**src/verilog/scmc_pkg.sv**
```systemverilog
// shared constants, types and helpers for the system clock mode control block
package scmc_pkg;

	// ****************************************************************
	// register map (byte addresses on the wishbone slave)
	// ****************************************************************
	localparam logic [3:0] ADR_MODE = 4'h0;
	localparam logic [3:0] ADR_CTRL = 4'h4;

	// reset values of the two registers
	localparam logic [7:0] MODE_RST = 8'h03;
	localparam logic [7:0] CTRL_RST = 8'h00;

	// clock_mode_select field positions
	localparam int B_HL = 0;
	localparam int B_IDLE = 1;
	localparam int B_HTO = 2;
	localparam int B_LTO = 3;
	localparam int B_FST = 4;
	localparam int B_CKS = 5;

	// system_control_flags field positions
	localparam int B_WRF = 0;
	localparam int B_LRF = 1;
	localparam int B_LOW_VOLTAGE_RESET_FLAG = 2;
	localparam int B_FSYS = 7;

	// divider codes whose upper two bits are zero pick the substitute clock
	localparam logic [1:0] CKS_SUB_TOP = 2'h0;

	// ****************************************************************
	// oscillator settle counts, in cycles of the oscillator itself
	// ****************************************************************
	localparam logic [7:0] HTO_XTAL_CYC = 8'h80;
	localparam logic [7:0] HTO_INTERNAL_FAST_RC_CYC = 8'h10;
	localparam logic [7:0] LTO_CYC = 8'h02;

	// operating modes, gray coded along run -> idle -> sleep
	typedef enum logic [2:0] {
		SCMC_NORMAL = 3'h0,
		SCMC_SLOW = 3'h1,
		SCMC_IDLE_CLOCK_ON_MODE = 3'h3,
		SCMC_IDLE_CLOCK_OFF_MODE = 3'h2,
		SCMC_LIGHT_SLEEP_MODE = 3'h6,
		SCMC_DEEP_SLEEP_MODE = 3'h7
	} scmc_mode_e;

	// classic wishbone request from the master
	typedef struct packed {
		logic cyc;
		logic stb;
		logic we;
		logic [3:0] sel;
		logic [3:0] adr;
		logic [31:0] dat;
	} scmc_wb_req_s;

	// tap mask on the divider counter: one tick out per 2**n ticks in
	function automatic logic [5:0] scmc_div_mask(input logic [2:0] code);
		case (code)
			3'h2: scmc_div_mask = 6'h3F;
			3'h3: scmc_div_mask = 6'h1F;
			3'h4: scmc_div_mask = 6'h0F;
			3'h5: scmc_div_mask = 6'h07;
			3'h6: scmc_div_mask = 6'h03;
			default: scmc_div_mask = 6'h01;
		endcase
	endfunction

endpackage

```
**src/verilog/scmc_divider.sv**
```systemverilog
// prescaler for the high speed clock ticks, divide by 2 to 64
`timescale 1ns/100ps
module scmc_divider (
	input wire logic clk_i,
	input wire logic rst_i,
	input wire logic tick_i,
	input wire logic [2:0] code_i,
	output logic div_tick_o
);
	logic [5:0] cnt_r;
	logic [5:0] mask_w;

	// the counter free-runs on input ticks, so a code change takes effect at once
	assign mask_w = scmc_pkg::scmc_div_mask(code_i);
	assign div_tick_o = tick_i & ((cnt_r & mask_w) == mask_w);

	// count high speed ticks
	always_ff @(posedge clk_i) begin
		if (rst_i) begin
			cnt_r <= 6'h00;
		end else if (tick_i) begin
			cnt_r <= cnt_r + 6'h01;
		end
	end
endmodule // scmc_divider

```
**src/verilog/scmc_ready_cnt.sv**
```systemverilog
// oscillator settle counter: ready after a set number of ticks while enabled
`timescale 1ns/100ps
module scmc_ready_cnt (
	input wire logic clk_i,
	input wire logic rst_i,
	input wire logic en_i,
	input wire logic tick_i,
	input wire logic [7:0] limit_i,
	output logic ready_o
);
	logic [7:0] cnt_r;
	logic [7:0] cnt_nxt;

	assign cnt_nxt = cnt_r + 8'h01;

	// a stopped oscillator loses its ready state and must settle again
	always_ff @(posedge clk_i) begin
		if (rst_i || !en_i) begin
			cnt_r <= 8'h00;
			ready_o <= 1'b0;
		end else if (tick_i && !ready_o) begin
			cnt_r <= cnt_nxt;
			ready_o <= (cnt_nxt >= limit_i);
		end
	end
endmodule // scmc_ready_cnt

```
**src/verilog/scmc_top.sv**
```systemverilog
// system clock and operating mode control with reset-cause flags
`timescale 1ns/100ps

// Contract
// - high/low select 1 runs undivided high clock
// - codes 000/001 substitute, 010..110 divide 64..4
// - moving to substitute clock stops high oscillator
// - normal mode: high clock divided 1 to 64
// - slow mode: slow RC clock, high clock off
// - halt with idle disabled enters sleep
// - deep sleep stops substitute, watchdog; refused with detect
// - light sleep keeps substitute clock for detect/watchdog
// - idle clock off: system oscillator stopped, substitute runs
// - idle clock on: oscillators keep running, CPU stopped
// - fast wake runs substitute clock, crystal only
// - low ready zero in deep sleep, two ticks
// - high ready cleared at reset, low when stopped
// - high ready after 128 crystal or 16 RC ticks
// - low voltage reset flag, cleared by writing zero
// - bad voltage setting flag plus software reset
// - watchdog control reset flag, cleared by zero write
// - control bits 6 to 3 read zero
// - substitute clock from slow RC to timers
// - fast wake: substitute clock until crystal ready
module scmc_top (
	input wire logic clk_i,
	input wire logic rst_i,
	input wire scmc_pkg::scmc_wb_req_s wb_i,
	output logic wb_ack_o,
	output logic [31:0] wb_dat_o,
	input wire logic hs_tick_i,
	input wire logic internal_slow_rc_tick_i,
	input wire logic hs_is_crystal_i,
	input wire logic halt_i,
	input wire logic wake_i,
	input wire logic wdt_enable_i,
	input wire logic low_voltage_detect_enable_i,
	input wire logic lvr_event_i,
	input wire logic low_voltage_reset_config_invalid_i,
	input wire logic wdt_ctrl_reset_i,
	output logic sys_tick_o,
	output logic cpu_run_o,
	output logic hs_osc_en_o,
	output logic sub_osc_en_o,
	output logic sub_tick_o,
	output logic wdt_stop_o,
	output logic soft_reset_o,
	output scmc_pkg::scmc_mode_e mode_o
);
	// ****************************************************************
	// registers and state
	// ****************************************************************
	logic [7:0] mode_sel_r;
	logic [7:0] ctrl_r;
	logic [7:0] ctrl_nxt;
	logic fast_r;
	logic fast_nxt;
	logic low_voltage_reset_config_bad_d_r;
	scmc_pkg::scmc_mode_e state_r;
	scmc_pkg::scmc_mode_e state_nxt;

	// wishbone decode
	logic wb_req_w;
	logic wr_w;
	logic hit_mode_w;
	logic hit_ctrl_w;
	logic wr_mode_w;
	logic wr_ctrl_w;
	logic [7:0] rd_byte_w;
	logic [7:0] mode_rd_w;

	// clock selection
	logic hl_w;
	logic [2:0] cks_w;
	logic sel_sub_w;
	logic div_tick_w;
	logic sys_tick_nxt;
	logic running_w;
	logic hs_en_nxt;
	logic sub_en_nxt;
	logic hto_w;
	logic lto_w;
	logic [7:0] hto_lim_w;
	logic src_ready_w;
	logic osc_off_w;

	// ****************************************************************
	// wishbone slave: one wait state, ack for one cycle
	// ****************************************************************
	assign wb_req_w = wb_i.cyc & wb_i.stb & ~wb_ack_o;
	assign wr_w = wb_req_w & wb_i.we & wb_i.sel[0];
	assign hit_mode_w = (wb_i.adr == scmc_pkg::ADR_MODE);
	assign hit_ctrl_w = (wb_i.adr == scmc_pkg::ADR_CTRL);
	assign wr_mode_w = wr_w & hit_mode_w;
	assign wr_ctrl_w = wr_w & hit_ctrl_w;

	// read view of the mode register with the two live ready flags
	always_comb begin
		mode_rd_w = mode_sel_r;
		mode_rd_w[scmc_pkg::B_HTO] = hto_w;
		mode_rd_w[scmc_pkg::B_LTO] = lto_w;
	end

	// unmapped addresses answer with zero and drop writes
	assign rd_byte_w = hit_mode_w ? mode_rd_w :
		hit_ctrl_w ? ctrl_r : 8'h00;

	// ack and read data
	always_ff @(posedge clk_i) begin
		if (rst_i) begin
			wb_ack_o <= 1'b0;
			wb_dat_o <= 32'h00000000;
		end else begin
			wb_ack_o <= wb_req_w;
			wb_dat_o <= wb_req_w ? {24'h000000, rd_byte_w} : 32'h00000000;
		end
	end

	// clock_mode_select: ready flags are read only and not stored
	always_ff @(posedge clk_i) begin
		if (rst_i) begin
			mode_sel_r <= scmc_pkg::MODE_RST;
		end else if (wr_mode_w) begin
			mode_sel_r <= wb_i.dat[7:0] & 8'hF3;
		end
	end

	// ****************************************************************
	// system_control_flags: sticky reset causes
	// ****************************************************************
	// a zero write clears, a one write keeps; a set in the same cycle wins
	always_comb begin
		ctrl_nxt = ctrl_r;
		if (wr_ctrl_w) begin
			ctrl_nxt[scmc_pkg::B_FSYS] = wb_i.dat[scmc_pkg::B_FSYS];
			ctrl_nxt[scmc_pkg::B_LOW_VOLTAGE_RESET_FLAG] = ctrl_r[scmc_pkg::B_LOW_VOLTAGE_RESET_FLAG] & wb_i.dat[scmc_pkg::B_LOW_VOLTAGE_RESET_FLAG];
			ctrl_nxt[scmc_pkg::B_LRF] = ctrl_r[scmc_pkg::B_LRF] & wb_i.dat[scmc_pkg::B_LRF];
			ctrl_nxt[scmc_pkg::B_WRF] = ctrl_r[scmc_pkg::B_WRF] & wb_i.dat[scmc_pkg::B_WRF];
		end
		if (lvr_event_i) begin
			ctrl_nxt[scmc_pkg::B_LOW_VOLTAGE_RESET_FLAG] = 1'b1;
		end
		if (low_voltage_reset_config_invalid_i) begin
			ctrl_nxt[scmc_pkg::B_LRF] = 1'b1;
		end
		if (wdt_ctrl_reset_i) begin
			ctrl_nxt[scmc_pkg::B_WRF] = 1'b1;
		end
		ctrl_nxt[6:3] = 4'h0;
	end

	// flags survive anything but a zero write or a reset of this block, which clears them
	always_ff @(posedge clk_i) begin
		if (rst_i) begin
			ctrl_r <= scmc_pkg::CTRL_RST;
		end else begin
			ctrl_r <= ctrl_nxt;
		end
	end

	// an undefined voltage setting acts as a software reset, once per onset
	always_ff @(posedge clk_i) begin
		if (rst_i) begin
			low_voltage_reset_config_bad_d_r <= 1'b0;
			soft_reset_o <= 1'b0;
		end else begin
			low_voltage_reset_config_bad_d_r <= low_voltage_reset_config_invalid_i;
			soft_reset_o <= low_voltage_reset_config_invalid_i & ~low_voltage_reset_config_bad_d_r;
		end
	end

	// ****************************************************************
	// clock source selection
	// ****************************************************************
	assign hl_w = mode_sel_r[scmc_pkg::B_HL];
	assign cks_w = mode_sel_r[7:scmc_pkg::B_CKS];
	assign sel_sub_w = ~hl_w & (cks_w[2:1] == scmc_pkg::CKS_SUB_TOP);

	scmc_divider u_div (
		.clk_i(clk_i),
		.rst_i(rst_i),
		.tick_i(hs_tick_i),
		.code_i(cks_w),
		.div_tick_o(div_tick_w)
	);

	// fast wake borrows the substitute clock until the crystal settles
	always_comb begin
		if (fast_r) begin
			sys_tick_nxt = internal_slow_rc_tick_i;
		end else if (hl_w) begin
			sys_tick_nxt = hs_tick_i;
		end else if (sel_sub_w) begin
			sys_tick_nxt = internal_slow_rc_tick_i;
		end else begin
			sys_tick_nxt = div_tick_w;
		end
	end

	assign running_w = (state_r == scmc_pkg::SCMC_NORMAL) | (state_r == scmc_pkg::SCMC_SLOW);
	assign osc_off_w = (state_r == scmc_pkg::SCMC_DEEP_SLEEP_MODE) | (state_r == scmc_pkg::SCMC_LIGHT_SLEEP_MODE) |
		(state_r == scmc_pkg::SCMC_IDLE_CLOCK_OFF_MODE);

	// high oscillator runs only when a running or idle-on mode needs it
	assign hs_en_nxt = ~sel_sub_w & (running_w | (state_r == scmc_pkg::SCMC_IDLE_CLOCK_ON_MODE));
	// substitute oscillator stops only in deep sleep
	assign sub_en_nxt = (state_r != scmc_pkg::SCMC_DEEP_SLEEP_MODE);

	// ****************************************************************
	// oscillator ready flags
	// ****************************************************************
	assign hto_lim_w = hs_is_crystal_i ? scmc_pkg::HTO_XTAL_CYC : scmc_pkg::HTO_INTERNAL_FAST_RC_CYC;

	scmc_ready_cnt u_hto (
		.clk_i(clk_i),
		.rst_i(rst_i),
		.en_i(hs_osc_en_o),
		.tick_i(hs_tick_i),
		.limit_i(hto_lim_w),
		.ready_o(hto_w)
	);

	scmc_ready_cnt u_lto (
		.clk_i(clk_i),
		.rst_i(rst_i),
		.en_i(sub_osc_en_o),
		.tick_i(internal_slow_rc_tick_i),
		.limit_i(scmc_pkg::LTO_CYC),
		.ready_o(lto_w)
	);

	// the CPU waits for its source unless fast wake covers the gap
	assign src_ready_w = fast_r | ((sel_sub_w & ~hl_w) ? lto_w : hto_w);

	// ****************************************************************
	// operating mode state machine
	// ****************************************************************
	always_comb begin
		state_nxt = state_r;
		fast_nxt = fast_r & ~hto_w;
		case (state_r)
			scmc_pkg::SCMC_NORMAL, scmc_pkg::SCMC_SLOW: begin
				if (halt_i) begin
					if (mode_sel_r[scmc_pkg::B_IDLE]) begin
						state_nxt = ctrl_r[scmc_pkg::B_FSYS] ? scmc_pkg::SCMC_IDLE_CLOCK_ON_MODE :
							scmc_pkg::SCMC_IDLE_CLOCK_OFF_MODE;
					end else if (wdt_enable_i || low_voltage_detect_enable_i) begin
						state_nxt = scmc_pkg::SCMC_LIGHT_SLEEP_MODE;
					end else begin
						state_nxt = scmc_pkg::SCMC_DEEP_SLEEP_MODE;
					end
				end else begin
					state_nxt = sel_sub_w ? scmc_pkg::SCMC_SLOW : scmc_pkg::SCMC_NORMAL;
				end
			end
			default: begin
				if (wake_i) begin
					state_nxt = sel_sub_w ? scmc_pkg::SCMC_SLOW : scmc_pkg::SCMC_NORMAL;
					// only the crystal path and a live substitute clock allow it
					fast_nxt = mode_sel_r[scmc_pkg::B_FST] & hs_is_crystal_i & ~sel_sub_w &
						((state_r == scmc_pkg::SCMC_LIGHT_SLEEP_MODE) |
						(state_r == scmc_pkg::SCMC_IDLE_CLOCK_OFF_MODE));
				end
			end
		endcase
	end

	// state and fast wake hold
	always_ff @(posedge clk_i) begin
		if (rst_i) begin
			state_r <= scmc_pkg::SCMC_NORMAL;
			fast_r <= 1'b0;
		end else begin
			state_r <= state_nxt;
			fast_r <= fast_nxt;
		end
	end

	// ****************************************************************
	// registered outputs
	// ****************************************************************
	always_ff @(posedge clk_i) begin
		if (rst_i) begin
			sys_tick_o <= 1'b0;
			cpu_run_o <= 1'b0;
			hs_osc_en_o <= 1'b0;
			sub_osc_en_o <= 1'b0;
			sub_tick_o <= 1'b0;
			wdt_stop_o <= 1'b0;
			mode_o <= scmc_pkg::SCMC_NORMAL;
		end else begin
			sys_tick_o <= sys_tick_nxt & (running_w | (state_r == scmc_pkg::SCMC_IDLE_CLOCK_ON_MODE));
			cpu_run_o <= running_w & src_ready_w & ~halt_i;
			hs_osc_en_o <= hs_en_nxt;
			sub_osc_en_o <= sub_en_nxt;
			sub_tick_o <= internal_slow_rc_tick_i & sub_en_nxt;
			wdt_stop_o <= (state_r == scmc_pkg::SCMC_DEEP_SLEEP_MODE);
			mode_o <= state_r;
		end
	end

	// ****************************************************************
	// assertions
	// ****************************************************************
	property p_hl_undivided;
		@(posedge clk_i) disable iff (rst_i)
		(hl_w && !fast_r && running_w) |=> (sys_tick_o == $past(hs_tick_i));
	endproperty
	a_hl_undivided: assert property (p_hl_undivided) else $error("undivided clock not passed");

	property p_sub_stops_hs;
		@(posedge clk_i) disable iff (rst_i)
		(running_w && sel_sub_w) |=> !hs_osc_en_o;
	endproperty
	a_sub_stops_hs: assert property (p_sub_stops_hs) else $error("high osc runs on substitute");

	property p_halt_sleep;
		@(posedge clk_i) disable iff (rst_i)
		(running_w && halt_i && !mode_sel_r[scmc_pkg::B_IDLE]) |=>
			(state_r == scmc_pkg::SCMC_DEEP_SLEEP_MODE || state_r == scmc_pkg::SCMC_LIGHT_SLEEP_MODE) ##1 !cpu_run_o;
	endproperty
	a_halt_sleep: assert property (p_halt_sleep) else $error("halt did not sleep");

	property p_no_deep_with_lvd;
		@(posedge clk_i) disable iff (rst_i)
		(running_w && halt_i && low_voltage_detect_enable_i) |=> (state_r != scmc_pkg::SCMC_DEEP_SLEEP_MODE);
	endproperty
	a_no_deep_with_lvd: assert property (p_no_deep_with_lvd) else $error("deep sleep with detect");

	property p_deep_sub_off;
		@(posedge clk_i) disable iff (rst_i)
		(state_r == scmc_pkg::SCMC_DEEP_SLEEP_MODE) |=> (!sub_osc_en_o && wdt_stop_o && !sub_tick_o);
	endproperty
	a_deep_sub_off: assert property (p_deep_sub_off) else $error("substitute runs in deep sleep");

	property p_idle_clock_off_mode_entry;
		@(posedge clk_i) disable iff (rst_i)
		(running_w && halt_i && mode_sel_r[scmc_pkg::B_IDLE] && !ctrl_r[scmc_pkg::B_FSYS]) |=>
			(state_r == scmc_pkg::SCMC_IDLE_CLOCK_OFF_MODE) ##1 (!hs_osc_en_o && sub_osc_en_o);
	endproperty
	a_idle_clock_off_mode_entry: assert property (p_idle_clock_off_mode_entry) else $error("idle clock off wrong");

	property p_idle_clock_on_mode_entry;
		@(posedge clk_i) disable iff (rst_i)
		(running_w && halt_i && mode_sel_r[scmc_pkg::B_IDLE] && ctrl_r[scmc_pkg::B_FSYS]) |=>
			(state_r == scmc_pkg::SCMC_IDLE_CLOCK_ON_MODE) ##1 sub_osc_en_o;
	endproperty
	a_idle_clock_on_mode_entry: assert property (p_idle_clock_on_mode_entry) else $error("idle clock on wrong");

	property p_hto_low_off;
		@(posedge clk_i) disable iff (rst_i)
		(osc_off_w [*3]) |-> !hto_w;
	endproperty
	a_hto_low_off: assert property (p_hto_low_off) else $error("high ready while stopped");

	property p_low_voltage_reset_flag_set;
		@(posedge clk_i) disable iff (rst_i)
		lvr_event_i |=> ctrl_r[scmc_pkg::B_LOW_VOLTAGE_RESET_FLAG];
	endproperty
	a_low_voltage_reset_flag_set: assert property (p_low_voltage_reset_flag_set) else $error("voltage reset flag not set");

	property p_ctrl_gap_zero;
		@(posedge clk_i) disable iff (rst_i)
		(wb_req_w && hit_ctrl_w && !wb_i.we) |=> (wb_ack_o && wb_dat_o[6:3] == 4'h0);
	endproperty
	a_ctrl_gap_zero: assert property (p_ctrl_gap_zero) else $error("unused bits not zero");
endmodule // scmc_top

```
**config.mk**
```make
export PLATFORM = sky130hd
export DESIGN_NAME = scmc_top
export DESIGN_NICKNAME = d
export VERILOG_FILES = /design/src/verilog/scmc_pkg.sv /design/src/verilog/scmc_divider.sv /design/src/verilog/scmc_ready_cnt.sv /design/src/verilog/scmc_top.sv
export SDC_FILE = /design/constraint.sdc
export NUM_CORES = 1
export LEC_CHECK = 0
export ABC_AREA = 1
export BUFFER_PORTS_ARGS = -buffer_cell sky130_fd_sc_hd__buf_2
export CAP_MARGIN = 10
export CORE_MARGIN = 2
export CORE_UTILIZATION = 25
export CTS_CLUSTER_SIZE = 14
export DETAILED_ROUTE_END_ITERATION = 8
export GPL_TIMING_DRIVEN = 0
export PLACE_DENSITY = 0.46
export SYNTH_ARGS = -nofsm -noshare
export SYNTH_HDL_FRONTEND = slang
export SYNTH_SLANG_ARGS = --single-unit
```
**constraint.sdc**
```tcl
create_clock -name clk_i -period 5 [get_ports clk_i]
set_clock_uncertainty 0.15 [all_clocks]
set_input_delay 0 -clock clk_i [delete_from_list [all_inputs] [get_ports clk_i]]
set_output_delay 0 -clock clk_i [all_outputs]
set_load 0.02 [all_outputs]
```
==> metrics.md <==
| Metric | Value |
|---|---|
| Final hold viol count | 0 |
| Register share of total power | between 40% and 50% |
| Simple-Gate Fraction of Synth Area | between 10% and 20% |
| CTS tree | yes |
| Grt total ovfl | 0 |
| Post-CTS setup buffers | 0 |
| Crit path max fanout | 6 |
| Detail Route Antenna Nets | 0 |
| Post-route DRC | 0 |
| Syn. warnings | 0 |
| Core area | just over 10000 um2 |
| Total Routing Usage GR | 12.1% |
| Final min period | ~2.5 ns |
| RSZ-0062 raised after global routing | no |
| Average size of a mapped cell | between 7 and 8 um2 |
| Logic pwr share | approximately an eighth |
| Register area share after synthesis | 43.7% |
| Final core utilization | 34.9% |
| Clk pin slew, worst setup/hold paths | approximately 0.070 ns |
| Crit path required time | 5.07 ns |
| DR vias/cell | 4.16 |
| Final WL | approximately 6.4 mm |
| P_int | around 0.76 mW |
| Peak supply drop | approximately 0.11 mV |
| Placed Cells | approximately 550 |
| Initial antenna violation count | 0 |
| Layout cells sized above 1 | 20.7% |
| Via Count | approximately 2500 |
| Net Sw Frac | about 27% |
| Pwr Density | about 290 nW/um2 |
| Post-Synth XOR/XNOR Area | 1.98% |
| Initial core utilization | ~26% |
| Clock Tree Buf Depth | 2 |
| Fmax | 394 MHz |
| Die Span X | approximately 110 um |
| Pleak | roughly 1.7 nW |
| NetSw | 0.277 mW |
| CP Launch Type | input port |
| CTS Sinks | between 50 and 60 |
| Compound-Gate Fraction of Synth Area | between 10% and 20% |
| Largest family of logic cells by synthesized area | simple AND/OR/NAND/NOR gates |
| Post-Syn Instances | 348 |
| Die area | between 10000 and 15000 um2 |
| CTS Root Cell | clkbuf_8 |
| Num ports | slightly below 100 |
| Crit path kind | input port to register |
| Final period util | between 50% and 60% |
| CTS Buf Count | 9 |
| Largest net degree at the start of global routing | 12 |
| DPL Wire Length | around 4.8 mm |
| Clock power share | approximately 41% |
| Drt pass-1 iters | 5 |
| Mux cell area share after synthesis | 0% |
| Global placement routability congestion | between 0.8 and 0.9 |
| Worst Hold Depth | 4 |
| Port Buffers | 44 |
| Final #Nets | approximately 510 |
| Mapped Area | around 2700 um2 |
| Max cap viols | 0 |
| Setup crit end kind | register |
| First-pass GRT wire length | approximately 11 mm |
| Outcome | finished clean |
| Fin Setup TNS | 0 ns |
| Row count | 37 |
| Synthesis-stage register bit count | 58 |
| Synthesis-to-finish area growth | 35.4% |
| Routed length per instance | 10.8 um |
| Worst Path Arrival | about 2.6 ns |
| Clock latency on the worst-skew pair | between 0.3 and 0.4 ns |
| N_diodes | 0 |
| Slew Limit Fails | 0 |
| Die height | 107 um |
| Slew @ Worst Pin | approximately 0.63 ns |
| Non-Filler Instances | between 500 and 600 |
| Final setup fails | 0 |
| Distinct cell type count after synthesis | 34 |
| Clock H-tree levels | 3 |
| Number of global-route vias before repair | around 2400 |
| Iteration-0 DRC Markers | approximately 70 |
| Hold Crit Class | input port to register |
| Relative slew slack | 58.0% |
| Post-synthesis adder-cell area fraction | 2.82% |
| Worst Reg-to-Reg Cells | 13 |
==> metrics by stage <==
step / total power, mW / worst slack, ns / instance area, um2 / hold slack (ns)
after floorplan: 0.575 / 3.15 / 2740 / -0.0196
after global placement: 0.607 / 2.99 / 3130 / 0.0887
after detailed placement: 0.607 / 2.95 / 3130 / 0.0895
after CTS: 1.05 / 2.53 / 3600 / 0.00186
after global routing: 1.09 / 2.34 / 3600 / 0.0452
final: 1.04 / 2.46 / 3600 / 0.0217
==> timing repair <==
| action | CTS | global route |
|---|---|---|
| hold endpoints to repair | 36 | 0 |
| gates resized for setup | 0 | 0 |
| hold buffers | 27 | 0 |
==> worst max-delay path, cell delays in order <==
cell	delay, ns
dlygate4sd3_1	0.53
buf_2	0.11
nand2_1	0.04
dlygate4sd3_1	0.54
nor2_1	0.35
nand2_1	0.19
o21ai_0	0.18
a21oi_1	0.08
dlygate4sd3_1	0.58
==> power groups by stage <==
stage / Clock, mW / Sequential, mW / Combinational, mW
2_1_floorplan: 0 / 0.500 / 0.0757
3_3_place_gp: 0 / 0.497 / 0.110
3_5_place_dp: 0 / 0.497 / 0.110
4_1_cts: 0.438 / 0.486 / 0.125
5_1_grt: 0.463 / 0.488 / 0.140
6_report: 0.424 / 0.487 / 0.126
==> per-layer routing <==
| layer | share of wire, % | wire length, um | global-route usage [%] | vias up |
|---|---|---|---|---|
| met5 | 0 | 0 | 0 | - |
| met4 | 2.0 | 127 | 6.12 | 0 |
| met3 | 5.0 | 319 | 2.67 | 10 |
| met2 | 45 | 2890 | 19.8 | 75 |
| met1 | 48 | 3060 | 15.0 | 1085 |
| li1 | - | - | - | 1301 |
==> sequential cells by signal, summed over array words and instances, names as in the netlist <==
name                              cells
low_voltage_reset_config_bad_d_r      1
cpu_run_o                             1
wdt_stop_o                            1
u_hto.cnt_r                           8
hs_osc_en_o                           1
sub_tick_o                            1
mode_sel_r                            6
sys_tick_o                            1
wb_ack_o                              1
mode_o                                3
u_lto.ready_o                         1
fast_r                                1
u_lto.cnt_r                           8
soft_reset_o                          1
wb_dat_o                              8
sub_osc_en_o                          1
ctrl_r                                4
u_div.cnt_r                           6
u_hto.ready_o                         1
state_r                               3
==> final cells by class <==
class                   count  area (um2)
repair buffers             71         490
inverters                  54         203
clock buffers               9         124
multi-input cells         231        1180
plain buffers              28         198
fillers                  1112        6730
clock inverters             7        70.1
well taps                 136         170
flip-flops and latches     58        1160
==> kinds of logic (layout without fill, tap and decap cells) <==
logic type / count (synthesis) / in the layout
AND/OR/NAND/NOR: 116 / 116
buffers and inverters: 82 / 169
AO/OA/AOI/OAI: 79 / 79
flip-flops: 58 / 58
adder cells (fa/ha/maj): 6 / 6
XOR/XNOR: 6 / 6
other: 1 / 24
==> worst paths after layout <==
kind                                               startpoint                         end  slack [ns]
setup / recovery                                     wb_i[34]      ctrl_r[0]$_SDFFE_PP0P_        2.46
hold / removal                                       wb_i[32]  mode_sel_r[4]$_SDFFE_PP0P_        0.02
setup reg to reg                  u_hto.cnt_r[1]$_SDFFE_PP0P_  u_hto.ready_o$_SDFFE_PP0P_        2.96
hold reg to reg   low_voltage_reset_config_bad_d_r$_SDFF_PP0_     soft_reset_o$_SDFF_PP0_        0.24
==> synth_stat cells, drive strengths merged <==
master | count | share of area, %
a211oi | 1 | 0.28
a21boi | 1 | 0.28
a21oi | 35 | 6.9
a31oi | 1 | 0.24
a32o | 1 | 0.38
and3 | 1 | 0.24
buf | 27 | 7.3
clkbuf | 1 | 0.14
conb | 1 | 0.14
dfxtp | 58 | 44
ha | 6 | 2.8
inv | 54 | 7.6
nand2 | 43 | 6.2
nand3 | 20 | 4.0
nand3b | 2 | 0.56
nand4 | 3 | 0.71
nor2 | 36 | 5.6
nor3 | 9 | 1.9
nor4 | 2 | 0.47
o211ai | 7 | 2.0
o21ai | 29 | 5.5
o21bai | 1 | 0.28
o221ai | 1 | 0.33
o31ai | 2 | 0.56
xnor2 | 2 | 0.66
xor2 | 4 | 1.3
==> placed cells by master, fill, tap and decap left out, drive strengths merged <==
master,count
buf,71
dfxtp,58
inv,54
nand2,43
nor2,36
a21oi,35
o21ai,29
dlygate4sd3,27
conb,24
nand3,20
clkbuf,10
nor3,9
o211ai,7
ha,6
clkinv,5
xor2,4
nand4,3
xnor2,2
nand3b,2
o31ai,2
nor4,2
o221ai,1
a211oi,1
a21boi,1
and3,1
a31oi,1
o21bai,1
a32o,1
clkinvlp,1
bufinv,1
Power figures use the tool's default switching activity.
